$ cat config.mk
export PLATFORM = sky130hd
export DESIGN_NAME = sosc_top
export DESIGN_NICKNAME = d
export VERILOG_FILES = /design/src/sosc_sync.v /design/src/sosc_top.v
export VERILOG_INCLUDE_DIRS = /design/src
export SDC_FILE = /design/constraint.sdc
export NUM_CORES = 1
export LEC_CHECK = 0
export ABC_AREA = 1
export BUFFER_PORTS_ARGS = -buffer_cell sky130_fd_sc_hd__buf_2
export CORE_UTILIZATION = 42
export DETAILED_ROUTE_END_ITERATION = 10
export PLACE_DENSITY_LB_ADDON = 0.2
export SYNTH_ARGS = -nofsm -noshare
export SYNTH_HDL_FRONTEND = slang
export SYNTH_HIERARCHICAL = 1
export SYNTH_SLANG_ARGS = --single-unit
$ cat constraint.sdc
create_clock -name mclk -period 1.2 [get_ports mclk]
set_input_delay 0.18 -clock mclk [delete_from_list [all_inputs] [get_ports mclk]]
set_output_delay 0.18 -clock mclk [all_outputs]
set_load 0.02 [all_outputs]
$ cat src/sosc_consts.vh
// Constants for the serial octal switch control block.
`ifndef SOSC_CONSTS_VH
`define SOSC_CONSTS_VH
// ----------------------------------------
// Sizes and reset values
// ----------------------------------------
`define SOSC_WIDTH      8
`define SOSC_ALL_OFF    8'hff
`define SOSC_NO_FAULT   8'h00
// ----------------------------------------
// Timing
// ----------------------------------------
`define SOSC_CLK_NS     100
`define SOSC_SO_EN_NS   200
`define SOSC_VALID_NS   125
`endif

$ cat src/sosc_sync.v
// Two-stage synchroniser for external pins.
`timescale 1ns/10ps
module sosc_sync
#(
  parameter W = 1
)
(
  // Clock and reset.
  input  wire         mclk,
  input  wire         reset,
  // Asynchronous in, synchronised out.
  input  wire [W-1:0] din,
  output reg  [W-1:0] dout
);
  reg [W-1:0] stage1; // First stage, read only by the second.

  // Two flip-flops in series tame metastability.
  always @(posedge mclk)
  begin
    if (reset)
    begin
      stage1 <= {W{1'b0}};
      dout   <= {W{1'b0}};
    end
    else
    begin
      stage1 <= din;
      dout   <= stage1;
    end
  end
endmodule // sosc_sync

$ cat src/sosc_top.v
// Serial command and status port of an eight-channel low-side switch.
`timescale 1ns/10ps
`include "sosc_consts.vh"
module sosc_top
#(
  parameter WIDTH = `SOSC_WIDTH
)
(
  // Clock and synchronous reset.
  input  wire             mclk,
  input  wire             reset,
  // Serial link pins from the host.
  input  wire             cs_n,
  input  wire             sclk,
  input  wire             si,
  output reg              so,
  output reg              so_oe,
  // Active-low clear pin.
  input  wire             clear_n,
  // Fault detect per output; drain status is derived internally.
  input  wire [WIDTH-1:0] fault,
  // Gate drive per output, high means switch on.
  output reg  [WIDTH-1:0] out_on
);
  // ----------------------------------------
  // Derived timing
  // ----------------------------------------
  // Longest times round down, at least one cycle.
  localparam integer EN_CYC_RAW    = `SOSC_SO_EN_NS / `SOSC_CLK_NS;
  localparam integer VALID_CYC_RAW = `SOSC_VALID_NS / `SOSC_CLK_NS;
  localparam integer EN_CYC        = (EN_CYC_RAW < 1) ? 1 : EN_CYC_RAW;
  localparam integer VALID_CYC     = (VALID_CYC_RAW < 1) ? 1 : VALID_CYC_RAW;

  // ----------------------------------------
  // Pin synchronisation
  // ----------------------------------------
  wire [3:0] pins_s; // Synchronised cs_n, sclk, si, clear_n.
  wire [WIDTH-1:0] fault_s; // Synchronised fault detect inputs.

  // Select and clear pass inverted, so the synchroniser's reset value of zero
  // reads as deselected and not clearing, and no false select edge follows reset.
  sosc_sync #(.W(4)) u_pins
  (
    .mclk  (mclk),
    .reset (reset),
    .din   ({~cs_n, sclk, si, ~clear_n}),
    .dout  (pins_s)
  );

  sosc_sync #(.W(WIDTH)) u_fault
  (
    .mclk  (mclk),
    .reset (reset),
    .din   (fault),
    .dout  (fault_s)
  );

  wire cs_s    = ~pins_s[3]; // Select, active low.
  wire sclk_s  = pins_s[2]; // Shift clock.
  wire si_s    = pins_s[1]; // Command data.
  wire clr_s_n = ~pins_s[0]; // Clear, active low.

  // ----------------------------------------
  // Edge detection
  // ----------------------------------------
  reg cs_d;   // Previous select level.
  reg sclk_d; // Previous shift clock level.

  // Remember last levels to find edges.
  always @(posedge mclk)
  begin
    if (reset)
    begin
      cs_d   <= 1'b1;
      sclk_d <= 1'b0;
    end
    else
    begin
      cs_d   <= cs_s;
      sclk_d <= sclk_s;
    end
  end

  wire cs_fall   = cs_d & ~cs_s;
  wire cs_rise   = ~cs_d & cs_s;
  wire sclk_rise = ~cs_s & ~sclk_d & sclk_s;
  wire sclk_fall = ~cs_s & sclk_d & ~sclk_s;

  // ----------------------------------------
  // Shift register and latches
  // ----------------------------------------
  reg [WIDTH-1:0] shreg;   // Shared command/status shift register.
  reg [WIDTH-1:0] latch;   // Latched command, one means off.
  reg [WIDTH-1:0] faulted; // Latched fault disables.
  reg             sample;  // Bit taken on the falling edge.
  reg             have_bit; // Sample waiting to be shifted in.

  // Drain status: high when the switch is not conducting.
  wire [WIDTH-1:0] drain_high = latch | faulted;

  // Shift register: load status on select fall, shift on clock edges.
  always @(posedge mclk)
  begin
    if (reset)
    begin
      shreg    <= `SOSC_ALL_OFF;
      sample   <= 1'b0;
      have_bit <= 1'b0;
    end
    else if (!clr_s_n)
    begin
      shreg    <= `SOSC_ALL_OFF;
      have_bit <= 1'b0;
    end
    else if (cs_fall)
    begin
      shreg    <= drain_high;
      have_bit <= 1'b0;
    end
    else if (sclk_fall)
    begin
      sample   <= si_s;
      have_bit <= 1'b1;
    end
    else if (sclk_rise && have_bit)
    begin
      // MSB leaves first; the new bit enters at the bottom.
      shreg    <= {shreg[WIDTH-2:0], sample};
      have_bit <= 1'b0;
    end
  end

  // Output latches take the word at select rise; fault latches off.
  integer i;
  always @(posedge mclk)
  begin
    if (reset)
    begin
      latch   <= `SOSC_ALL_OFF;
      faulted <= `SOSC_NO_FAULT;
    end
    else if (!clr_s_n)
    begin
      latch   <= `SOSC_ALL_OFF;
      faulted <= `SOSC_NO_FAULT;
    end
    else if (cs_rise)
    begin
      // Final falling-edge bit is pending until now.
      if (have_bit)
        latch <= {shreg[WIDTH-2:0], sample};
      else
        latch <= shreg;
      faulted <= `SOSC_NO_FAULT;
    end
    else if (cs_s)
    begin
      // Each channel watches only its own fault while deselected.
      for (i = 0; i < WIDTH; i = i + 1)
      begin
        if (fault_s[i] && !latch[i])
          faulted[i] <= 1'b1;
      end
    end
  end

  // Gate drive: zero command turns the switch on.
  always @(posedge mclk)
  begin
    if (reset)
      out_on <= {WIDTH{1'b0}};
    else
      out_on <= ~drain_high;
  end

  // ----------------------------------------
  // Serial output
  // ----------------------------------------
  // Driver follows select; data is the shift register's next MSB, or the current MSB under clear.
  always @(posedge mclk)
  begin
    if (reset)
    begin
      so_oe <= 1'b0;
      so    <= 1'b0;
    end
    else
    begin
      so_oe <= ~cs_s;
      // Data follows the shift register's next value, saving a cycle of delay, except under clear where it takes the current MSB.
      if (!clr_s_n)
        so <= shreg[WIDTH-1];
      else if (cs_fall)
        so <= drain_high[WIDTH-1];
      else if (sclk_rise && have_bit)
        so <= shreg[WIDTH-2];
      else
        so <= shreg[WIDTH-1];
    end
  end
endmodule // sosc_top

==> run_results.csv, run 1 <==
group,metric,value,unit
min_path,min_from,"fault[3]",
critical_path,timing.critical_path.from,"u_pins/dout[0]",
run_status,status,"finished, final reports clean",
timing,layout_min_cycle_time,1.083,ns
timing,rsz0062_at_grt,"no",
routing,ant_nets,0,
global_routing,grt_usage,16.40,%
timing,slew_viol_final,0,
die,dieArea,5623,um2
die,io_pins,24,
global_routing,antenna_found_initial,0,
timing,finalSetupViolCount,0,
place,port-buffer-count,23,
pwr,leakage,1.292,nW
routing,drt_iter0_markers,111,
critical_path,critPathKind,"flop to flop",
die,core-area,5107,um2
logic_synthesis,syn-num-nets,277,
critical_path,worstPathRequired,1.47,ns
logic_synthesis,ys_top_cells_by_area,"dfxtp_1 (55%), inv_1 (7.6%), nor2_1 (7.2%)",
logic_synthesis,ys_seq_area_share,55.48,%
clock_network,tritoncts,"done",
timing,post-route-period-util,90.28,%
final_layout,nets,311,
clock_network,numCtsBuffers,9,
place,gp_congestion,0.7876,
final_layout,final_common_cell,"dfxtp_1",
die,initial_core_util,43.80,%
critical_path,crit_path_end_kind,"flop",
critical_path,crit_cells,4,
final_layout,nFillCells,499,
timing,max_freq,923.1,MHz
critical_path,cp_num_buf_inv,1,
timing,skew,0.01032,ns
place,dp_hpwl,2649,um
logic_synthesis,synthesis.area,2237,um2
logic_synthesis,syn_area_per_cell,8.506,um2
routing,vias,1659,
final_layout,area_growth,18.74,%
logic_synthesis,synth-warning-count,6,
clock_network,cts-root-buf,"clkbuf_8",
clock_network,clock_latency,0.34,ns
global_routing,grt_pass1_vias,1483,
timing,worst_slew_pin_slew,0.3005,ns
die,fp.dieW,74.99,um
critical_path,cp_max_fo,10,
clock_network,numClockSinks,62,
routing,wire_per_inst,10.66,um
flow_run,cap_viol_max_count,0,
routing,viasPerCell,4.460,
final_layout,insertedDiodeCount,0,
logic_synthesis,yosysTopAreaCell,"dfxtp_1",
critical_path,crit_end,"have_bit",
pwr,powerDensity,1614,nW/um2
critical_path,crit_path_start_kind,"flop",
clock_network,clk_path_buf_depth,2,
logic_synthesis,synth_top_area_share,55.48,%
logic_synthesis,synth_seq_cells,62,
routing,firstDrtPassIters,4,
critical_path,worst-r2r-cell-count,4,
min_path,hp-class,"input pin to flop",
logic_synthesis,netlist_instances,263,
timing,max_slew_margin,79.96,%
critical_path,r2r_start,"u_pins/dout[0]",
clock_network,htree_levels,3,
critical_path,crit_family,"flip-flops",
critical_path,crit_slowest_cell,"dfxtp_1",
global_routing,grt_overflow,0,
timing,hold_viol_final,0,
critical_path,max_stage_delay,0.35,ns
critical_path,r2r-end,"have_bit",
critical_path,arrival,1.35,ns
global_routing,grt_max_degree,29,
critical_path,reg2reg_slack,0.12,ns
logic_synthesis,synth_cell_types,23,
routing,routed_wirelength,3966,um
final_layout,final_layout_size_suffix_gt1_share,20.53,%
clock_network,path_clk_slew,0.07,ns
routing,drcViolationCount,0,
pwr,vdd_drop_max,1028,uV
timing,hold_ws,0.03508,ns
die,floorplan.rows,26,
timing,setup_tns,0,ns
die,die_h,74.99,um
final_layout,layout_common_cells,"dfxtp_1 (60), inv_1 (45), nor2_1 (43)",
critical_path,crit_chain,"nor2_4, buf_4, nand3_1, a21oi_1",
global_routing,grt_pass1_wl,6644,um
-- repair_timing --
item	in CTS	in global routing
buffers inserted	0	1
hold buffers	0	0
pin swaps	0	1
endpoints found under the setup margin	7	12
resized for setup	2	3
-- cells by family (layout without fill, tap and decap cells) --
kind of cell / after synthesis / count (layout) / synth area share, %
AO/OA/AOI/OAI: 35 / 35 / 10.07
AND/OR/NAND/NOR: 109 / 109 / 22.37
flip-flops: 62 / 62 / 55.48
buffers and inverters: 57 / 96 / 12.08
-- registers in the layout, summed over array words and instances, names as in the netlist --
signal and cells:
shreg 8, out_on 8, sclk_d 1, u_fault/stage1 8
u_fault/dout 8, sample 1, so_oe 1, u_pins/dout 4
latch 8, u_pins/stage1 4, have_bit 1, so 1
cs_d 1, faulted 8
-- how the worst min path moves through the flow --
stage / to / cells past startpoint
5_1_grt: u_fault/stage1[2] / 3
3_3_place_gp: u_fault/stage1[1] / 3
2_1_floorplan: u_fault/stage1[0] / 2
3_5_place_dp: u_pins/stage1[1] / 3
4_1_cts: u_pins/stage1[1] / 3
6_report: u_fault/stage1[3] / 3
-- where the power goes --
part	total [W]	internal, W	switching [W]
Sequential	0.00216	0.00213	0.0000393
Clock	0.00188	0.00107	0.000807
Combinational	0.000244	0.000100	0.000144
Total	0.00429	0.00330	0.000990
-- metrics by stage --
step | instances | power [W] | setup slack [ns] | cell area [um2] | util (%)
2_1_floorplan | 263 | 0.002386 | 0.1933 | 2237 | -
3_3_place_gp | 355 | 0.002445 | 0.04605 | 2414 | 47.26
3_5_place_dp | 355 | 0.002449 | 0.005855 | 2414 | 47.26
4_1_cts | 371 | 0.004322 | 0.06681 | 2624 | 51.37
5_1_grt | 372 | 0.004466 | 0.004189 | 2656 | 52.01
6_report | 372 | 0.004287 | 0.1166 | 2656 | 52.01
-- synthesized netlist by cell type --
cell type  number
nand4_4         1
buf_4           1
clkinv_1        1
a31oi_1         7
dfxtp_1        62
o21ai_0         2
o211ai_1       14
nor2_1         43
nand2_1        29
buf_6           5
nand3_1        21
o21a_1          1
a21oi_1         2
inv_1          45
buf_8           1
o21ai_1         8
inv_2           1
nor2_2          3
o21ai_2         1
nand2_4         2
buf_2           3
nor3_1          8
nor2_4          2
-- per-layer routing --
metal / GRT usage (%) / wire [um] / vias up
met4: 7.547 / 72 / 0
met3: 6.827 / 168 / 7
met5: 0 / 0 / -
li1: - / - / 896
met2: 23.72 / 1705 / 32
met1: 21.27 / 2020 / 724
-- layout make-up --
class                   instances  area (um2)  share of cell area, %
clock buffers                  11       151.4                  5.699
flip-flops and latches         62        1246                  46.91
multi-input cells             144       734.5                  27.65
repair buffers                 33       202.7                  7.631
clock inverters                 5       56.30                  2.120
well taps                      70       87.58                  3.297
inverters                      47       177.7                  6.689
-- worst register-to-register path: cells and delay by family (launching register included) --
| kind | cells | cell delay [ns] |
|---|---|---|
| AOI/OAI and AO/OA | 1 | 0.12 |
| and+or+nand+nor | 2 | 0.34 |
| DFF | 1 | 0.35 |
| buffers and inverters | 1 | 0.21 |
No activity file was read; power rests on OpenSTA's default activity.
==> run 2: changes to the inputs <==
PLACE_DENSITY = 0.64   (was not set)
PLACE_DENSITY_LB_ADDON = not set   (was 0.2)
==> run_results.csv, run 2 (synthesis results as in run 1) <==
group,metric,value,unit
run_status,status,"finished, final reports clean",
timing,skew,0.004293,ns
critical_path,cp_num_buf_inv,1,
die,fp.dieW,74.99,um
place,dp_hpwl,2770,um
global_routing,grt_overflow,0,
timing,setup_tns,0,ns
final_layout,nFillCells,485,
critical_path,critPathKind,"flop to flop",
critical_path,worst-r2r-cell-count,4,
timing,finalSetupViolCount,0,
clock_network,numClockSinks,62,
clock_network,cts-root-buf,"clkbuf_8",
clock_network,path_clk_slew,0.07,ns
final_layout,final_common_cell,"dfxtp_1",
routing,vias,1663,
global_routing,grt_pass1_vias,1466,
timing,post-route-period-util,91.73,%
routing,drt_iter0_markers,126,
clock_network,clk_path_buf_depth,2,
die,initial_core_util,43.80,%
timing,hold_ws,0.03750,ns
critical_path,crit_slowest_cell,"dfxtp_1",
final_layout,fin_util,53.33,%
die,floorplan.rows,26,
final_layout,nets,312,
pwr,powerDensity,1775,nW/um2
timing,hold_viol_final,0,
final_layout,final_layout_size_suffix_gt1_share,20.46,%
routing,viasPerCell,4.458,
die,die_h,74.99,um
critical_path,crit_path_start_kind,"flop",
critical_path,crit_chain,"nor2_4, o21ai_1, buf_4, a21oi_1",
critical_path,cp_max_fo,12,
final_layout,seqCellArea,1246,um2
timing,slew_viol_final,0,
clock_network,htree_levels,3,
critical_path,arrival,1.37,ns
timing,setup_slack,0.09929,ns
clock_network,tritoncts,"done",
final_layout,layout_common_cells,"dfxtp_1 (60), inv_1 (45), nor2_1 (43)",
global_routing,grt_pass1_wl,6934,um
timing,layout_min_cycle_time,1.101,ns
place,gp_congestion,0.7998,
min_path,whs_path_depth,3,
global_routing,antenna_found_initial,0,
pwr,vdd_drop_max,1089,uV
critical_path,max_stage_delay,0.34,ns
routing,firstDrtPassIters,4,
pwr,leakage,1.318,nW
timing,worst_slew_pin_slew,0.3262,ns
timing,max_slew_margin,78.20,%
place,port-buffer-count,23,
clock_network,clock_latency,0.34,ns
critical_path,crit_family,"flip-flops",
critical_path,reg2reg_slack,0.1,ns
routing,drcViolationCount,0,
final_layout,multiInputGateArea,734.5,um2
global_routing,grt_max_degree,28,
routing,wire_per_inst,10.74,um
critical_path,crit_cells,4,
timing,rsz0062_at_grt,"no",
routing,ant_nets,0,
die,io_pins,24,
final_layout,insertedDiodeCount,0,
routing,routed_wirelength,4007,um
clock_network,cts_hold_buf,0,
final_layout,area_growth,21.76,%
min_path,hp-class,"input pin to flop",
place,place_ws,-0.01573,ns
critical_path,crit_path_end_kind,"flop",
clock_network,numCtsBuffers,9,
critical_path,worstPathRequired,1.47,ns
die,core-area,5107,um2
flow_run,cap_viol_max_count,0,
global_routing,grt_usage,17.26,%
timing,max_freq,908.5,MHz
die,dieArea,5623,um2
[run 2: power by group]
| part | switching, W | internal [W] |
|---|---|---|
| Combinational | 0.000146 | 0.000102 |
| Clock | 0.000823 | 0.00160 |
| Sequential | 0.0000394 | 0.00213 |
[run 2: worst reg2reg max path, cell delays in order (launching register included)]
cell,delay (ns)
dfxtp_1,0.34
nor2_4,0.28
o21ai_1,0.12
buf_4,0.19
a21oi_1,0.11
[run 2: what timing repair did]
action                     CTS  global route
pin swaps                    0             1
setup endpoints to repair    3             4
gates resized for setup      1             3
buffers inserted             1             0
[run 2: layout make-up]
cell class,instances,share of cell area (%)
multi-input cells,144,26.96
inverters,47,6.477
clock buffers,9,4.548
flip-flops and latches,62,45.75
well taps,70,3.215
clock inverters,7,5.328
repair buffers,34,7.717
[run 2: worst paths after layout]
check | from | endpoint
worst max-delay path | u_pins/dout[0] | faulted[7]
worst min-delay path | fault[4] | u_fault/stage1[4]
worst max register to register | u_pins/dout[0] | faulted[7]
worst min register to register | u_pins/stage1[3] | u_pins/dout[3]
[run 2: through the flow]
stage	cells	cell area [um2]	total power [W]
after floorplan	263	2237	0.002386
after global placement	356	2421	0.002447
after detailed placement	356	2421	0.002454
after CTS	373	2711	0.004885
after global routing	373	2724	0.005029
final	373	2724	0.004835
[run 2: layer usage]
layer | vias up | part of all wire (%) | track usage (%) | wire length (um)
met5 | - | 0 | 0 | 0
met4 | 0 | 1.7 | 9.434 | 67
met3 | 8 | 3.7 | 6.024 | 150
met2 | 38 | 43 | 24.42 | 1720
met1 | 717 | 52 | 23.04 | 2068
li1 | 900 | - | - | -
